===== config.mk =====
export PLATFORM = sky130hd
export DESIGN_NAME = mar_top
export DESIGN_NICKNAME = d
export VERILOG_FILES = /design/src/hw/mar_pkg.sv /design/src/hw/mar_top.sv
export SDC_FILE = /design/constraint.sdc
export NUM_CORES = 1
export LEC_CHECK = 0
export BUFFER_PORTS_ARGS = -buffer_cell sky130_fd_sc_hd__clkbuf_2
export CAP_MARGIN = 40
export CORE_MARGIN = 1.5
export CORE_UTILIZATION = 51
export DETAILED_ROUTE_END_ITERATION = 10
export PLACE_DENSITY_LB_ADDON = 0.1
export SYNTH_ARGS = -nofsm -noshare
export SYNTH_HDL_FRONTEND = slang
export SYNTH_SLANG_ARGS = --single-unit

===== constraint.sdc =====
create_clock -name clk -period 5.35 [get_ports clk]
set_input_delay 0.2675 -clock clk [delete_from_list [all_inputs] [get_ports clk]]
set_output_delay 0.2675 -clock clk [all_outputs]
set_load 0.005 [all_outputs]

===== src/hw/mar_pkg.sv =====
// package of alarm recorder constants and the alarm history store
`timescale 1ns/1ps
`default_nettype none
package mar_pkg;
    // ----------------------------------------
    // alarm codes
    // ----------------------------------------
    localparam logic [7:0] ALM_NONE      = 8'h00;
    localparam logic [7:0] ALM_DEVIATION = 8'h10;
    localparam logic [7:0] ALM_SHORT     = 8'h20;
    localparam logic [7:0] ALM_DRV_HOT   = 8'h21;
    localparam logic [7:0] ALM_OVERVOLT  = 8'h22;
    localparam logic [7:0] ALM_MOT_HOT   = 8'h26;
    localparam logic [7:0] ALM_CMD_POS   = 8'h34;
    localparam logic [7:0] ALM_OP_DATA   = 8'h70;
    // ----------------------------------------
    // operation data error sub codes
    // ----------------------------------------
    localparam logic [7:0] SUB_NONE      = 8'h00;
    localparam logic [7:0] SUB_TRAVEL    = 8'h01;
    localparam logic [7:0] SUB_WRAP      = 8'h02;
    localparam logic [7:0] SUB_ZERO_SPD  = 8'h03;
    localparam logic [7:0] SUB_OP_SPD    = 8'h04;
    localparam logic [7:0] SUB_START_SPD = 8'h05;
    localparam logic [7:0] SUB_HOMING    = 8'h08;
    // ----------------------------------------
    // thresholds and limits
    // ----------------------------------------
    localparam int TRAVEL_W = 40;
    localparam logic signed [39:0] TRAVEL_MAX = 40'sh007fffffff;
    localparam logic signed [15:0] TEMP_LIMIT_C = 16'sh0055;     // 85 degC
    localparam logic [15:0] VOLT_LIMIT_V = 16'h0190;             // 400 V
    localparam logic [15:0] CMD_SPD_LIMIT_RPM = 16'h3a98;        // 15000 r/min
    localparam logic PROT_FOLLOW_SENSOR = 1'b0;
    localparam logic PROT_RESET_VALUE   = 1'b0;
    // ----------------------------------------
    // led blink counts
    // ----------------------------------------
    localparam logic [3:0] BLINK_DEVIATION = 4'h4;
    localparam logic [3:0] BLINK_SHORT     = 4'h5;
    localparam logic [3:0] BLINK_DRV_HOT   = 4'h2;
    localparam logic [3:0] BLINK_OVERVOLT  = 4'h3;
    localparam logic [3:0] BLINK_MOT_HOT   = 4'h8;
    localparam logic [3:0] BLINK_CMD_POS   = 4'h7;
    localparam logic [3:0] BLINK_OP_DATA   = 4'h7;
    // ----------------------------------------
    // operation information
    // ----------------------------------------
    localparam logic signed [8:0] OPINFO0_NONE = 9'sh1ff;        // -1
    localparam logic [3:0] OPT_STOPPED = 4'h0;
    localparam logic [3:0] OPT_STORED  = 4'h1;
    localparam logic [3:0] OPT_DIRECT  = 4'h2;
    localparam logic [3:0] OPT_HOME    = 4'h3;
    localparam logic [3:0] OPT_HS_HOME = 4'h4;
    localparam logic [3:0] OPT_JOG     = 4'h5;
    localparam logic [3:0] OPT_HS_JOG  = 4'h6;
    localparam logic [3:0] OPT_CMB_JOG = 4'h7;
    localparam logic [3:0] OPT_INCH    = 4'h8;
    localparam logic [3:0] OPT_CONT    = 4'h9;
    localparam logic [3:0] OPT_TEACH   = 4'hd;
    // ----------------------------------------
    // history record layout
    // ----------------------------------------
    localparam int HIST_DEPTH = 10;
    localparam int REC_W      = 53;
    localparam int REC_CODE   = 45;   // [52:45]
    localparam int REC_SUB    = 37;   // [44:37]
    localparam int REC_IN     = 21;   // [36:21]
    localparam int REC_ROUT   = 13;   // [20:13]
    localparam int REC_INFO0  = 4;    // [12:4]
    localparam int REC_INFO1  = 0;    // [3:0]
endpackage : mar_pkg

// newest-first shift store of alarm records
module mar_history
    import mar_pkg::*;
(
    // clock and reset
    input  wire logic             clk,
    input  wire logic             rst,
    // write side
    input  wire logic             push,
    input  wire logic [REC_W-1:0] push_rec,
    input  wire logic             clear,
    // read side
    input  wire logic [3:0]       rd_index,
    output logic      [REC_W-1:0] rd_rec,
    output logic      [3:0]       count
);
    logic [REC_W-1:0] mem_q [HIST_DEPTH];
    logic [3:0]       count_q;

    // newest lands in slot 0, the oldest falls off the end [RULE19]
    always_ff @(posedge clk) begin
        if (push) begin
            mem_q[0] <= push_rec;
            for (int i = 1; i < HIST_DEPTH; i++) begin
                mem_q[i] <= mem_q[i-1];
            end
        end
    end

    // number of valid entries, saturating at the depth
    always_ff @(posedge clk) begin
        if (rst) begin
            count_q <= 4'h0;
        end else if (clear) begin
            count_q <= {3'h0, push}; // a push in the clear cycle survives
        end else if (push && count_q != 4'(HIST_DEPTH)) begin
            count_q <= count_q + 4'h1;
        end
    end

    // empty and out-of-range slots read as zero
    always_comb begin
        if (rd_index < count_q) begin
            rd_rec = mem_q[rd_index];
        end else begin
            rd_rec = '0;
        end
    end
    assign count = count_q;

    a_hist_count_step: assert property (@(posedge clk) disable iff (rst)
        push && !clear && $past(count_q) == count_q && count_q < 4'(HIST_DEPTH) |=> count_q == $past(count_q) + 4'h1)
        else $error("history count did not advance on push"); // [RULE19]
endmodule : mar_history
`default_nettype wire


===== src/hw/mar_top.sv =====
// alarm detection, classification and recording for a servo driver
`timescale 1ns/1ps
`default_nettype none
// ----------------------------------------
// Notes on behaviour
// [RULE1] travel beyond +/-7FFFFFFFh raises 01h
// [RULE2] wrap operation while wrap disabled raises 02h
// [RULE3] nonzero travel at zero speed raises 03h
// [RULE4] sensor limits checked give 04h, 05h, 08h
// [RULE5] limit source 0 follows sensor, default 0
// [RULE6] input snapshot: virtual 15:12, event 10, direct 5:0
// [RULE7] remote output snapshot holds outputs 15..8
// [RULE8] info0 is -1 or running data number
// [RULE9] info0 keeps last number while stopped
// [RULE10] info1 encodes the active operation type
// [RULE11] overheat 85C, overvoltage 400V, command speed 15000
// [RULE12] non-excitation alarm cuts motor current
// [RULE13] excitation alarm keeps current and position
// [RULE14] deviation alarm 10h, 4 blinks, any reset
// [RULE15] short circuit 20h, 5 blinks, power-cycle only
// [RULE16] driver overheat 21h, 2 blinks, any reset
// [RULE17] alarm raises active-high output, drops inverted, stops
// [RULE18] clear acts only on rising clear input; net_alarm_clear also clears, on its level with no edge detect
// [RULE19] ten newest records kept, newest first
// [RULE20] all snapshot fields caught in detection cycle
// ----------------------------------------
module mar_top
    import mar_pkg::*;
(
    // clock and reset
    input  wire logic                        clk,
    input  wire logic                        rst,
    // operation start request
    input  wire logic                        op_start,
    input  wire logic                        op_positioning,
    input  wire logic                        op_uses_wrap,
    input  wire logic                        wrap_enabled,
    input  wire logic signed [TRAVEL_W-1:0]  travel_amount,
    input  wire logic [31:0]                 cmd_speed_hz,
    input  wire logic [31:0]                 start_speed_hz,
    input  wire logic [31:0]                 sensor_max_speed_hz,
    input  wire logic [31:0]                 sensor_max_start_hz,
    input  wire logic                        homing_over_sensor,
    input  wire logic                        protection_limit_source,
    // running operation
    input  wire logic [3:0]                  op_type,
    input  wire logic                        op_uses_data,
    input  wire logic [7:0]                  op_data_number,
    // monitored quantities
    input  wire logic signed [15:0]          driver_temp_c,
    input  wire logic signed [15:0]          motor_temp_c,
    input  wire logic [15:0]                 inverter_volt_v,
    input  wire logic [15:0]                 cmd_speed_rpm,
    input  wire logic                        motor_excited,
    input  wire logic                        deviation_over,
    input  wire logic                        output_short,
    // io to snapshot
    input  wire logic [3:0]                  virtual_input,
    input  wire logic                        external_event_input,
    input  wire logic [5:0]                  direct_input,
    input  wire logic [7:0]                  remote_output_hi,
    // alarm clearing and history access
    input  wire logic                        alarm_clear_input,
    input  wire logic                        net_alarm_clear,
    input  wire logic                        net_history_clear,
    input  wire logic [3:0]                  history_index,
    // alarm outputs
    output logic                             alarm_out_active_high,
    output logic                             alarm_out_inverted,
    output logic                             motor_stop,
    output logic                             motor_current_on,
    output logic [3:0]                       led_blinks,
    output logic [7:0]                       alarm_code,
    output logic [7:0]                       alarm_sub_code,
    // live operation information
    output logic signed [8:0]                op_info0,
    output logic [3:0]                       op_info1,
    // history read data
    output logic [REC_W-1:0]                 history_record,
    output logic [3:0]                       history_count
);
    // ----------------------------------------
    // alarm attributes
    // ----------------------------------------
    // blinks, power-cycle-only flag, excitation kept flag
    function automatic logic [5:0] alarm_attr(input logic [7:0] code);
        logic [5:0] a;
        a = 6'h00;
        case (code)
            ALM_DEVIATION: a = {BLINK_DEVIATION, 1'b0, 1'b0}; // [RULE14]
            ALM_SHORT:     a = {BLINK_SHORT, 1'b1, 1'b0};     // [RULE15]
            ALM_DRV_HOT:   a = {BLINK_DRV_HOT, 1'b0, 1'b0};   // [RULE16]
            ALM_OVERVOLT:  a = {BLINK_OVERVOLT, 1'b1, 1'b0};
            ALM_MOT_HOT:   a = {BLINK_MOT_HOT, 1'b0, 1'b0};
            ALM_CMD_POS:   a = {BLINK_CMD_POS, 1'b0, 1'b0};
            ALM_OP_DATA:   a = {BLINK_OP_DATA, 1'b0, 1'b1};   // [RULE13]
            default:       a = 6'h00;
        endcase
        return a;
    endfunction : alarm_attr

    // ----------------------------------------
    // operation data error decode
    // ----------------------------------------
    logic       prot_src_q;
    logic [7:0] sub_d;
    logic       follow_sensor;

    // limit source register, 0 after reset [RULE5]
    always_ff @(posedge clk) begin
        if (rst) begin
            prot_src_q <= PROT_RESET_VALUE;
        end else begin
            prot_src_q <= protection_limit_source;
        end
    end
    assign follow_sensor = (prot_src_q == PROT_FOLLOW_SENSOR);

    // lowest sub code wins when several causes coincide
    always_comb begin
        sub_d = SUB_NONE;
        if (op_start) begin
            if (op_positioning && (travel_amount > TRAVEL_MAX || travel_amount < -TRAVEL_MAX)) begin
                sub_d = SUB_TRAVEL; // [RULE1]
            end else if (op_uses_wrap && !wrap_enabled) begin
                sub_d = SUB_WRAP; // [RULE2]
            end else if (op_positioning && travel_amount != '0 && cmd_speed_hz == 32'h0) begin
                sub_d = SUB_ZERO_SPD; // [RULE3]
            end else if (follow_sensor && cmd_speed_hz > sensor_max_speed_hz) begin
                sub_d = SUB_OP_SPD; // [RULE4]
            end else if (follow_sensor && start_speed_hz > sensor_max_start_hz) begin
                sub_d = SUB_START_SPD; // [RULE4]
            end else if (follow_sensor && homing_over_sensor) begin
                sub_d = SUB_HOMING; // [RULE4]
            end
        end
    end

    // ----------------------------------------
    // alarm detection
    // ----------------------------------------
    logic [7:0] code_d;

    // fixed priority, hardware faults before data errors
    always_comb begin
        if (output_short) begin
            code_d = ALM_SHORT; // [RULE15]
        end else if (inverter_volt_v > VOLT_LIMIT_V) begin
            code_d = ALM_OVERVOLT; // [RULE11]
        end else if (driver_temp_c > TEMP_LIMIT_C) begin
            code_d = ALM_DRV_HOT; // [RULE11] [RULE16]
        end else if (motor_temp_c > TEMP_LIMIT_C) begin
            code_d = ALM_MOT_HOT; // [RULE11]
        end else if (motor_excited && deviation_over) begin
            code_d = ALM_DEVIATION; // [RULE14]
        end else if (cmd_speed_rpm > CMD_SPD_LIMIT_RPM) begin
            code_d = ALM_CMD_POS; // [RULE11]
        end else if (sub_d != SUB_NONE) begin
            code_d = ALM_OP_DATA;
        end else begin
            code_d = ALM_NONE;
        end
    end

    // ----------------------------------------
    // operation information
    // ----------------------------------------
    logic signed [8:0] info0_q;
    logic [3:0]        info1_q;

    // -1 at power-up, held through stops [RULE8] [RULE9]
    always_ff @(posedge clk) begin
        if (rst) begin
            info0_q <= OPINFO0_NONE; // [RULE8]
        end else if (op_type != OPT_STOPPED) begin
            info0_q <= op_uses_data ? $signed({1'b0, op_data_number}) : OPINFO0_NONE; // [RULE8]
        end
    end

    // operation type passed through as registered code [RULE10]
    always_ff @(posedge clk) begin
        if (rst) begin
            info1_q <= OPT_STOPPED;
        end else begin
            info1_q <= op_type; // [RULE10]
        end
    end

    // ----------------------------------------
    // alarm latch and clearing
    // ----------------------------------------
    logic             clr_prev_q;
    logic             clear_req;
    logic             active_q;
    logic [7:0]       code_q;
    logic [7:0]       sub_q;
    logic [5:0]       attr_q;
    logic             new_alarm;
    logic [REC_W-1:0] rec_now;
    logic             hold_excite;
    logic [5:0]       attr_now;

    // previous clear level for edge detect
    always_ff @(posedge clk) begin
        if (rst) begin
            clr_prev_q <= 1'b1; // a level high at release is not an edge
        end else begin
            clr_prev_q <= alarm_clear_input;
        end
    end
    assign clear_req = (alarm_clear_input && !clr_prev_q) || net_alarm_clear; // [RULE18]
    assign new_alarm = !active_q && code_d != ALM_NONE;
    assign attr_now  = alarm_attr(code_d);

    // record assembled from live inputs in the detecting cycle [RULE20]
    assign rec_now = {code_d, (code_d == ALM_OP_DATA) ? sub_d : SUB_NONE,
                      virtual_input, 1'b0, external_event_input, 4'h0, direct_input, // [RULE6]
                      remote_output_hi,                                              // [RULE7]
                      info0_q, op_type};

    // first alarm latches; a cause present in the clear cycle latches one cycle after the clear
    always_ff @(posedge clk) begin
        if (rst) begin
            active_q <= 1'b0;
            code_q   <= ALM_NONE;
            sub_q    <= SUB_NONE;
            attr_q   <= 6'h00;
        end else if (new_alarm) begin
            active_q <= 1'b1;
            code_q   <= code_d;
            sub_q    <= rec_now[REC_SUB +: 8];
            attr_q   <= attr_now;
        end else if (active_q && clear_req && !attr_q[1]) begin
            active_q <= 1'b0; // power-cycle-only alarms ignore this [RULE15]
            code_q   <= ALM_NONE;
            sub_q    <= SUB_NONE;
            attr_q   <= 6'h00;
        end
    end

    // ----------------------------------------
    // outputs
    // ----------------------------------------
    assign hold_excite = new_alarm ? attr_now[0] : attr_q[0];

    // all outputs registered; the alarm shows one edge after detection
    always_ff @(posedge clk) begin
        if (rst) begin
            alarm_out_active_high <= 1'b0;
            alarm_out_inverted    <= 1'b1;
            motor_stop            <= 1'b0;
            motor_current_on      <= 1'b1;
            led_blinks            <= 4'h0;
            alarm_code            <= ALM_NONE;
            alarm_sub_code        <= SUB_NONE;
        end else begin
            alarm_out_active_high <= new_alarm || (active_q && !(clear_req && !attr_q[1])); // [RULE17]
            alarm_out_inverted    <= !(new_alarm || (active_q && !(clear_req && !attr_q[1]))); // [RULE17]
            motor_stop            <= new_alarm || (active_q && !(clear_req && !attr_q[1])); // [RULE17]
            // current cut unless the alarm keeps excitation [RULE12] [RULE13]
            motor_current_on      <= !(new_alarm || (active_q && !(clear_req && !attr_q[1]))) || hold_excite;
            led_blinks            <= new_alarm ? attr_now[5:2] : (clear_req && !attr_q[1]) ? 4'h0 : attr_q[5:2];
            alarm_code            <= new_alarm ? code_d : (clear_req && !attr_q[1]) ? ALM_NONE : code_q;
            alarm_sub_code        <= new_alarm ? rec_now[REC_SUB +: 8] : (clear_req && !attr_q[1]) ? SUB_NONE : sub_q;
        end
    end

    // live operation info and history mirrors
    logic [REC_W-1:0] hist_rd;
    logic [3:0]       hist_cnt;
    always_ff @(posedge clk) begin
        if (rst) begin
            op_info0       <= OPINFO0_NONE;
            op_info1       <= OPT_STOPPED;
            history_record <= '0;
            history_count  <= 4'h0;
        end else begin
            op_info0       <= info0_q;
            op_info1       <= info1_q;
            history_record <= hist_rd;
            history_count  <= hist_cnt;
        end
    end

    // ----------------------------------------
    // history store
    // ----------------------------------------
    mar_history u_history (
        .clk      (clk),
        .rst      (rst),
        .push     (new_alarm), // [RULE19]
        .push_rec (rec_now),
        .clear    (net_history_clear),
        .rd_index (history_index),
        .rd_rec   (hist_rd),
        .count    (hist_cnt)
    );

    // ----------------------------------------
    // checks
    // ----------------------------------------
    a_short_latch: assert property (@(posedge clk) disable iff (rst)
        !active_q && output_short |=> active_q && code_q == ALM_SHORT && attr_q[5:2] == 4'h5)
        else $error("short circuit not latched as 20h"); // [RULE15]
    a_short_no_clear: assert property (@(posedge clk) disable iff (rst)
        active_q && code_q == ALM_SHORT |=> active_q)
        else $error("short circuit alarm cleared without power cycle"); // [RULE15]
    a_dev_blinks: assert property (@(posedge clk) disable iff (rst)
        new_alarm && code_d == ALM_DEVIATION |=> led_blinks == 4'h4 && !motor_current_on)
        else $error("deviation alarm wrong blinks or excitation"); // [RULE14]
    a_hot_blinks: assert property (@(posedge clk) disable iff (rst)
        new_alarm && code_d == ALM_DRV_HOT |=> led_blinks == 4'h2 && alarm_code == 8'h21)
        else $error("driver overheat wrong code or blinks"); // [RULE16]
    a_alarm_pins: assert property (@(posedge clk) disable iff (rst)
        new_alarm |=> alarm_out_active_high && !alarm_out_inverted && motor_stop)
        else $error("alarm pins not asserted"); // [RULE17]
    a_clear_edge: assert property (@(posedge clk) disable iff (rst)
        active_q && !new_alarm && alarm_clear_input && $past(alarm_clear_input) && !net_alarm_clear
        |=> active_q)
        else $error("clear acted on a level"); // [RULE18]
    a_travel_sub: assert property (@(posedge clk) disable iff (rst)
        new_alarm && op_start && op_positioning && travel_amount > TRAVEL_MAX && code_d == ALM_OP_DATA
        |=> alarm_sub_code == 8'h01)
        else $error("travel overrange sub code wrong"); // [RULE1]
    a_zero_speed: assert property (@(posedge clk) disable iff (rst)
        op_start && op_positioning && travel_amount != '0 && travel_amount <= TRAVEL_MAX
        && travel_amount >= -TRAVEL_MAX && cmd_speed_hz == 32'h0 && !(op_uses_wrap && !wrap_enabled)
        |-> sub_d == SUB_ZERO_SPD)
        else $error("zero speed sub code missing"); // [RULE3]
    a_opdata_excite: assert property (@(posedge clk) disable iff (rst)
        new_alarm && code_d == ALM_OP_DATA |=> motor_current_on ##1 motor_current_on || !active_q)
        else $error("operation data alarm cut current"); // [RULE13]
    a_info0_hold: assert property (@(posedge clk) disable iff (rst)
        op_type == OPT_STOPPED |=> info0_q == $past(info0_q))
        else $error("info0 changed while stopped"); // [RULE9]
    a_snap_input: assert property (@(posedge clk) disable iff (rst)
        new_alarm |-> rec_now[REC_IN +: 16] == {virtual_input, 1'b0, external_event_input, 4'h0, direct_input})
        else $error("input snapshot misplaced"); // [RULE6] [RULE20]

    c_short_alarm: cover property (@(posedge clk) disable iff (rst) new_alarm && code_d == ALM_SHORT);
    c_data_error: cover property (@(posedge clk) disable iff (rst) new_alarm && code_d == ALM_OP_DATA);
    c_clear_done: cover property (@(posedge clk) disable iff (rst) active_q ##1 !active_q);
    c_hist_full: cover property (@(posedge clk) disable iff (rst) hist_cnt == 4'(HIST_DEPTH));
endmodule : mar_top
`default_nettype wire


==> impl_metrics.csv, run 1 <==
group,metric,value,unit
outcome,status,"finished, final reports clean",
global_route,met2_usage,32.49,%
min_path,worst_hold_path_type,"input pin to register",
pwr,peakVddDrop,0.0002315,V
logic_synthesis,synth_area,21730,um^2
logic_synthesis,synth_area_leaders,"edfxtp_1, dfxtp_1, mux4_2, ha_1, a211oi_1",
clock_tree,clockRootBuffer,"clkbuf_16",
critical_path,slowest_stage,"nor4_1",
pwr,pwr-share-comb,8.2,%
sta,finalMaxSlewViolations,0,
critical_path,worstPathRequired,5.56,ns
global_route,grt_pass1_wl,71130,um
pwr,total_power,9353,uW
placement,hpwl,29630,um
pwr,p_leak,0.01019,uW
sta,setup_viol,0,
logic_synthesis,synth-seq-area-share,68.36,%
sta,max_freq,283.7,MHz
floorplanning,die_x,209.4,um
logic_synthesis,synth_area_leader_cell,"edfxtp_1",
pwr,p_switching,2034,uW
clock_tree,worst_skew_pair.late_latency,0.59,ns
logic_synthesis,synth-edff-count,420,
pwr,p_seq_share,53.2,%
floorplanning,io_pins,376,
final_layout,nets,2114,
logic_synthesis,synth_cells,1363,
floorplanning,die-height,209.4,um
critical_path,cp_max_fo,120,
pwr,intPower,7319,uW
critical_path,critPathLaunchType,"input pin",
sta,hold_viol_final,0,
placement,place_congestion,0.8993,
pwr,netSwitchingFraction,21.75,%
logic_synthesis,synth_seq_cells,532,
global_route,use_met1,29.58,%
placement,place_area,24080,um^2
logic_synthesis,yosysWarnings,0,
placement,port-buffer-count,356,
logic_synthesis,yosysMostFrequentCell,"edfxtp_1",
drt,num_vias,12860,
floorplanning,start_util,51.80,%
logic_synthesis,synth-async-reset-ratio,0,%
pwr,p_per_area,357.6,nW/um^2
critical_path,critPathMaxStageDelay,0.52,ns
clock_tree,htreeDepth,2,
drt,drt-initial-drc-count,940,
drt,wirelength,45010,um
logic_synthesis,synth_top_area_share,58.04,%
sta,clock_skew,0.02558,ns
clock_tree,clock_path_buffers,3,
final_layout,layout-area-overhead-vs-synth,20.36,%
floorplanning,core_region_area,41950,um^2
sta,rsz0062_at_grt,"no",
global_route,grt_overflow,0,
floorplanning,placementRows,75,
logic_synthesis,synth.avg_cell_area,15.94,um^2
drt,first_pass_iters,5,
sta,slew_headroom,40.52,%
drt,viasPerCell,5.478,
pwr,pwr-share-clk,38.6,%
logic_synthesis,ys_types,65,
global_route,top_usage_layer,"met2",
global_route,grt_pass1_vias,13100,
logic_synthesis,synth_ff_type,"edfxtp_1",
critical_path,path_class,"input pin to register",
critical_path,path_cells,"clkbuf_2, inv_1, ha_1, nand4_2, nor4_1, o41ai_1, a221o_1, o311ai_2, a21oi_2, a21oi_4, buf_4, buf_12",
sta,post-route-period-util,65.88,%
drt,drc,0,
critical_path,critPathCaptureType,"register",
clock_tree,path_clk_slew,0.06,ns
clock_tree,postCtsSetupBuffers,0,
final_layout,layout-drive-gt1-share,31.38,%
global_route,grt_usage,20.79,%
global_route,grt_max_degree,146,
clock_tree,cts_buffers,54,
flow_run,drv_cap,0,
sta,min_period,3.525,ns
global_route,grtUsageMet3,3.831,%
sta,worstMarginPinSlew,0.8811,ns
critical_path,rrSetupSlack,2.63,ns
drt,wl_per_cell,19.17,um
logic_synthesis,synth_common_cells,"edfxtp_1, dfxtp_1, a211oi_1",
final_layout,fin_area,26150,um^2
global_route,grt_antenna_before_repair,2,
sta,tns,0,ns
clock_tree,cts_num_sinks,532,
floorplanning,design.die.area,43850,um^2
clock_tree,tritoncts,"yes",
critical_path,worstPathArrival,3.74,ns
drt,antenna_left,0,
final_layout,fillers,3199,
==> stage by stage <==
| step | utilization, % | std cells | setup WS, ns | hold slack [ns] |
|---|---|---|---|---|
| after global routing | 62.35 | 2348 | 1.662 | 0.02796 |
| after floorplan | - | 1379 | 0.6149 | 0.3664 |
| after global placement | 57.32 | 2210 | 1.320 | 0.4218 |
| after CTS | 62.34 | 2346 | 1.866 | 0.006871 |
| final | 62.35 | 2348 | 1.825 | 0.03130 |
| after detailed placement | 57.40 | 2212 | 1.244 | 0.4217 |
==> logic make-up after synthesis <==
logic type | synth area share [%]
simple gates | 6.674
mux | 10.64
compound gates | 7.250
flops | 68.36
other cells | 0.01726
buf+inv | 3.006
xor+xnor | 0.08063
fa+ha+maj | 3.973
==> final timing paths <==
path / start / to / cells after the start
setup / recovery: sensor_max_start_hz[29] / u_history.mem_q[5][35] / 12
hold reg to reg: u_history.mem_q[1][1] / u_history.mem_q[2][1] / 0
setup reg to reg: prot_src_q / u_history.mem_q[5][35] / 6
hold / removal: history_index[3] / history_record[9] / 2
==> cells in the final DEF, fill, tap and decap left out, types with 4 or more instances in the layout <==
master / instances
edfxtp_1: 420
clkbuf_2: 352
dfxtp_1: 112
a211oi_1: 89
mux4_2: 84
inv_1: 76
ha_1: 69
nor2b_1: 56
clkbuf_16: 55
mux2i_1: 42
a21oi_1: 41
nand2_1: 38
dlygate4sd3_1: 34
o21ai_0: 32
nor2_1: 28
nor4_1: 24
nand2b_1: 23
nand4_1: 19
conb_1: 17
nand3b_1: 15
or2_2: 14
clkbuf_8: 14
buf_4: 13
clkinv_2: 12
nand3_1: 11
clkbuf_1: 11
a21o_1: 10
nor3_1: 9
o31ai_1: 8
clkinv_1: 5
a31oi_1: 4
buf_12: 4
==> flip-flops by register name, summed over array words and instances (netlist names), 4 cells and up <==
register,count
info0_q,9
alarm_code,6
code_q,6
u_history.count,4
alarm_sub_code,4
op_info0,9
u_history.mem_q,420
history_record,42
history_count,4
op_info1,4
attr_q,6
sub_q,4
info1_q,4
led_blinks,4
==> timing repair <==
action,CTS,global route
resized for setup,0,0
hold buffers,34,0
setup endpoints to repair,0,0
hold endpoints to repair,39,0
==> final cells by class <==
type                       instances  area (um^2)  area share, %
clock buffer                      79         1597          6.104
inverter                          76        285.3          1.091
multi-input combinational        694         6285          24.03
clock inverter                    21        132.6         0.5071
sequential                       532        14850          56.80
tap                              539        674.4          2.579
antenna                            2        5.005        0.01914
timing repair buffer             405         2321          8.874
==> critical path: cells and delay by family <==
family	cells	cell delay, ns
AO/OA/AOI/OAI	5	1.44
adder cells (fa/ha/maj)	1	0.31
buffers and inverters	4	0.92
AND/OR/NAND/NOR	2	0.68
==> layer usage <==
layer,part of all wire (%),up-vias
met5,0,-
li1,-,6102
met3,5.2,68
met2,47,357
met4,2.6,0
met1,46,6335
==> power groups by stage <==
| stage | Clock [uW] | Combinational [uW] | Sequential [uW] |
|---|---|---|---|
| after CTS | 3710 | 777 | 4980 |
| after floorplan | 0 | 493 | 5010 |
| after global placement | 0 | 739 | 5040 |
| after global routing | 3880 | 849 | 5010 |
| after detailed placement | 0 | 753 | 5060 |
| final | 3610 | 765 | 4980 |
Note: power is estimated with default switching activity, not from simulation.
==> inputs of run 2 (changes only) <==
--- a/config.mk
+++ b/config.mk
@@ -8,7 +8,7 @@
 export BUFFER_PORTS_ARGS = -buffer_cell sky130_fd_sc_hd__clkbuf_2
 export CAP_MARGIN = 40
 export CORE_MARGIN = 1.5
-export CORE_UTILIZATION = 51
+export CORE_UTILIZATION = 55
 export DETAILED_ROUTE_END_ITERATION = 10
 export PLACE_DENSITY_LB_ADDON = 0.1
 export SYNTH_ARGS = -nofsm -noshare
==> constraint.sdc (replaced) <==
create_clock -name clk -period 3.6 [get_ports clk]
set_input_delay 0.18 -clock clk [delete_from_list [all_inputs] [get_ports clk]]
set_output_delay 0.18 -clock clk [all_outputs]
set_load 0.005 [all_outputs]
==> impl_metrics.csv, run 2 (same netlist as run 1, synthesis figures left out) <==
group,metric,value,unit
global_route,grt_max_degree,85,
sta,slew_headroom,37.92,%
critical_path,cp_common_cell,"buf_12",
placement,place_congestion,0.9980,
clock_tree,path_clk_slew,0.06,ns
min_path,hp-start,"op_start",
drt,drc,0,
final_layout,num_antenna_cells,0,
floorplanning,placementRows,72,
global_route,grt_overflow,0,
placement,pre_cts_ws,0.1683,ns
drt,antenna_left,0,
critical_path,path_class,"input pin to register",
clock_tree,tritoncts,"yes",
floorplanning,die-height,201.8,um
final_layout,regMostFlops,"u_history.mem_q",
clock_tree,worst_skew_pair.late_latency,0.57,ns
global_route,use_met1,32.73,%
global_route,grt_antenna_before_repair,0,
sta,post-route-period-util,79.24,%
sta,min_period,2.853,ns
clock_tree,cts_buffers,53,
critical_path,slowest_stage,"nor4_2",
final_layout,fillers,2743,
drt,wirelength,46870,um
pwr,pwr-share-comb,8.7,%
critical_path,critPathLaunch,"sensor_max_start_hz[31]",
pwr,p_switching,3059,uW
clock_tree,clockRootBuffer,"clkbuf_16",
final_layout,final_cell_mix,"edfxtp_1, clkbuf_2, dfxtp_1, a211oi_1, mux4_2",
global_route,grt_pass1_wl,73840,um
final_layout,layout-area-overhead-vs-synth,21.41,%
min_path,worst_hold_path_type,"input pin to register",
sta,rsz0062_at_grt,"no",
sta,finalMaxSlewViolations,0,
drt,num_vias,13120,
floorplanning,die_x,201.8,um
floorplanning,design.die.area,40710,um^2
floorplanning,start_util,55.96,%
global_route,top_usage_layer,"met2",
drt,viasPerCell,5.596,
sta,hold_slack,0.04960,ns
clock_tree,htreeDepth,2,
floorplanning,io_pins,376,
critical_path,worstPathRequired,3.87,ns
sta,worst_slack,0.7475,ns
pwr,pwr-share-clk,37.8,%
final_layout,layout-drive-gt1-share,31.87,%
pwr,netSwitchingFraction,22.10,%
floorplanning,core_region_area,38830,um^2
placement,port-buffer-count,356,
critical_path,critPathMaxStageDelay,0.44,ns
final_layout,mostFrequentLayoutCell,"edfxtp_1",
clock_tree,clock_path_buffers,3,
outcome,status,"finished, final reports clean",
sta,clock_skew,0.01473,ns
global_route,met2_usage,37.57,%
flow_run,drv_cap,0,
critical_path,worstPathArrival,3.12,ns
sta,worstMarginPinSlew,0.9196,ns
pwr,p_leak,0.01029,uW
final_layout,top_regs,"u_history.mem_q x420, history_record x42",
final_layout,fin_util,67.95,%
critical_path,critPathCaptureType,"register",
global_route,grt_usage,23.47,%
drt,drt-initial-drc-count,841,
clock_tree,cts_num_sinks,532,
clock_tree,ctsResizeCount,0,
drt,wl_per_cell,19.99,um
global_route,grtUsageMet3,4.956,%
pwr,peakVddDrop,0.0004109,V
sta,tns,0,ns
sta,max_freq,350.6,MHz
pwr,intPower,10780,uW
clock_tree,postCtsSetupBuffers,0,
pwr,p_per_area,524.7,nW/um^2
final_layout,largest_reg_flops,420,
drt,first_pass_iters,5,
global_route,grt_pass1_vias,13380,
critical_path,rr_startpoint,"prot_src_q",
pwr,p_seq_share,53.5,%
sta,setup_viol,0,
critical_path,path_cells,"clkbuf_2, inv_1, ha_1, nand4_2, nor4_2, o41ai_1, a221o_1, o311ai_2, a21oi_2, a21oi_4, buf_12, buf_12",
sta,hold_viol_final,0,
critical_path,critPathLaunchType,"input pin",
final_layout,nets,2133,
placement,hpwl,32410,um
critical_path,cp_max_fo,38,
==> run 2: cell type report <==
type	count	area, um^2	share of cell area [%]
flip-flops and latches	532	14850	56.31
multi-input cells	694	6337	24.02
repair buffers	425	2596	9.841
clock buffers	72	1469	5.568
well taps	518	648.1	2.457
inverters	76	285.3	1.081
clock inverters	27	191.4	0.7256
==> run 2: worst paths after layout <==
| path | slack (ns) | to | depth (start not counted) |
|---|---|---|---|
| worst max register to register | 1.25 | u_history.mem_q[8][7] | 8 |
| worst min-delay path | 0.05 | u_history.mem_q[0][38] | 3 |
| worst max-delay path | 0.75 | u_history.mem_q[8][7] | 12 |
| worst min register to register | 0.43 | u_history.mem_q[5][47] | 0 |
==> run 2: what timing repair did <==
| action | CTS | global route |
|---|---|---|
| endpoints found under the setup margin | 0 | 0 |
| hold endpoints to repair | 44 | 0 |
| hold buffers | 37 | 0 |
==> run 2: per-stage QoR <==
stage / power [uW] / std cells / instance area (um^2)
floorplan: 8180 / 1379 / 21860
global placement: 8647 / 2208 / 24350
detailed placement: 8707 / 2208 / 24350
CTS: 13990 / 2344 / 26380
global route: 14370 / 2344 / 26380
finish: 13840 / 2344 / 26380
==> run 2: worst max-delay path, delay by kind of cell <==
family / cells / cell delay (ns)
AO/OA/AOI/OAI: 5 / 1.31
adder cells (fa/ha/maj): 1 / 0.30
buffers and inverters: 4 / 0.65
AND/OR/NAND/NOR: 2 / 0.62
==> run 2: metal layers <==
layer / wire length, um / vias up / part of all wire, %
li1: - / 6141 / -
met3: 3030 / 62 / 6.5
met2: 22510 / 457 / 48
met4: 995 / 0 / 2.1
met1: 20340 / 6456 / 43
met5: 0 / - / 0
==> run 2: power groups by stage <==
stage               Combinational (uW)  Sequential, uW  Clock, uW
floorplan                          742            7440          0
CTS                               1220            7410       5370
global route                      1320            7460       5590
detailed placement                1180            7530          0
finish                            1200            7410       5240
global placement                  1150            7490          0
==> inputs of run 3 (changes only) <==
==> constraint.sdc (replaced) <==
create_clock -name clk -period 2.85 [get_ports clk]
set_input_delay 0.1425 -clock clk [delete_from_list [all_inputs] [get_ports clk]]
set_output_delay 0.1425 -clock clk [all_outputs]
set_load 0.005 [all_outputs]
==> impl_metrics.csv, run 3 (same netlist as run 1, synthesis figures left out) <==
group,metric,value,unit
outcome,status,"finished, final reports clean",
sta,rsz0062_at_grt,"no",
global_route,grt_usage,23.82,%
pwr,p_leak,0.01067,uW
sta,post-route-period-util,90.20,%
critical_path,cp_max_fo,24,
placement,place_area,24970,um^2
sta,setup_viol,0,
drt,drt-initial-drc-count,713,
final_layout,largest_reg_flops,420,
clock_tree,clockRootBuffer,"clkbuf_16",
sta,finalMaxSlewViolations,0,
placement,hpwl,33060,um
final_layout,num_antenna_cells,0,
floorplanning,start_util,55.96,%
flow_run,drv_cap,0,
min_path,whs_path_depth,3,
critical_path,r2r_end,"history_record[19]",
clock_tree,cts_num_sinks,532,
clock_tree,path_clk_slew,0.06,ns
global_route,grt_max_degree,85,
sta,clock_skew,0.01857,ns
floorplanning,die_x,201.8,um
sta,hold_slack,0.04917,ns
min_path,hp-start,"deviation_over",
critical_path,worstPathArrival,2.85,ns
pwr,peakVddDrop,0.0004981,V
critical_path,worst-r2r-cell-count,8,
drt,first_pass_iters,5,
drt,wl_per_cell,19.65,um
final_layout,fin_util,69.91,%
critical_path,rrSetupSlack,0.59,ns
final_layout,mostFrequentLayoutCell,"edfxtp_1",
global_route,grt_pass1_wl,75360,um
drt,num_vias,13400,
clock_tree,tritoncts,"yes",
drt,drc,0,
final_layout,fin_area,27140,um^2
critical_path,critPathCaptureType,"register",
sta,slew_headroom,44.74,%
final_layout,layout-drive-gt1-share,34.11,%
sta,worstMarginPinSlew,0.8185,ns
clock_tree,htreeDepth,2,
critical_path,critPathLaunchType,"input pin",
final_layout,layout-area-overhead-vs-synth,24.91,%
final_layout,top_regs,"u_history.mem_q x420, history_record x42",
floorplanning,design.die.area,40710,um^2
drt,wirelength,47470,um
placement,pre_cts_ws,-0.3385,ns
critical_path,path_class,"input pin to register",
floorplanning,core_region_area,38830,um^2
global_route,grt_antenna_before_repair,0,
min_path,worst_hold_path_type,"input pin to register",
pwr,p_per_area,655.4,nW/um^2
critical_path,worstPathRequired,3.13,ns
final_layout,final_cell_mix,"edfxtp_1, clkbuf_2, dfxtp_1, a211oi_1, mux4_2",
clock_tree,worst_skew_pair.late_latency,0.58,ns
clock_tree,cts_buffers,54,
sta,worst_slack,0.2793,ns
placement,place_congestion,0.9360,
final_layout,regMostFlops,"u_history.mem_q",
sta,max_freq,389.0,MHz
floorplanning,io_pins,376,
placement,port-buffer-count,356,
drt,antenna_left,0,
global_route,grt_pass1_vias,13730,
floorplanning,die-height,201.8,um
final_layout,fillers,2622,
final_layout,nets,2205,
critical_path,rr_startpoint,"u_history.count[1]",
min_path,whs_endpoint,"code_q[4]",
drt,viasPerCell,5.549,
clock_tree,clock_path_buffers,3,
global_route,grt_overflow,0,
floorplanning,placementRows,72,
sta,min_period,2.571,ns
sta,hold_viol_final,0,
run 3: cell types whose count changed in the layout (fill, tap and decap cells not counted), sizes merged:
cell,before,now
buf,35,96
bufinv,2,3
clkbuf,425,428
clkinv,20,16
clkinvlp,2,4
dlygate4sd3,37,47
inv,79,77
run 3: cell type report:
class / instances / area (um^2) / area share, %
clock buffer: 75 / 1490 / 5.490
clock inverter: 24 / 215.2 / 0.7929
inverter: 76 / 292.8 / 1.079
multi-input combinational: 694 / 6350 / 23.39
sequential: 532 / 14850 / 54.73
tap: 518 / 648.1 / 2.388
timing repair buffer: 496 / 3292 / 12.13
run 3: how the worst max path moves through the flow:
stage | startpoint | to | slack, ns | cells past startpoint
after floorplan | sensor_max_start_hz[1] | u_history.mem_q[0][0] | -0.69 | 11
after global placement | sensor_max_start_hz[1] | u_history.mem_q[3][18] | -0.30 | 13
after detailed placement | sensor_max_start_hz[1] | u_history.mem_q[9][34] | -0.34 | 13
after CTS | sensor_max_start_hz[1] | u_history.mem_q[1][8] | 0.28 | 13
after global routing | sensor_max_start_hz[1] | u_history.mem_q[6][19] | 0.12 | 13
final | sensor_max_start_hz[1] | u_history.mem_q[9][24] | 0.28 | 13
run 3: timing repair:
item	CTS	global route
buffers inserted	0	0
resized for setup	0	0
hold buffers	47	0
setup endpoints to repair	0	0
endpoints found under the hold margin	46	0
run 3: routing by layer:
metal / track usage [%] / wire [um]
met1: 33.03 / 20750
met2: 39.21 / 23130
met3: 4.875 / 2709
met4: 5.304 / 877
met5: 0 / 0
run 3: critical path, stage by stage:
cell       delay [ns]
clkbuf_2         0.14
inv_8            0.03
ha_4             0.25
nor2b_1          0.12
o211ai_1         0.11
a2111oi_2        0.31
o41ai_1          0.13
a221o_1          0.38
o311ai_2         0.29
a21oi_2          0.14
a21oi_4          0.36
buf_12           0.23
buf_12           0.19
run 3: power by group:
group	total, uW	internal (uW)	switching, uW
clock	6780	3920	2860
combinational	1650	863	790
sequential	9360	9070	285
run 3: through the flow:
stage	TNS (ns)	instances	power (uW)
after CTS	0	2415	17960
after global placement	-110.21	2269	11060
final	0	2415	17790
after global routing	0	2415	18460
after detailed placement	-129.96	2269	11120
after floorplan	-296.09	1379	10340
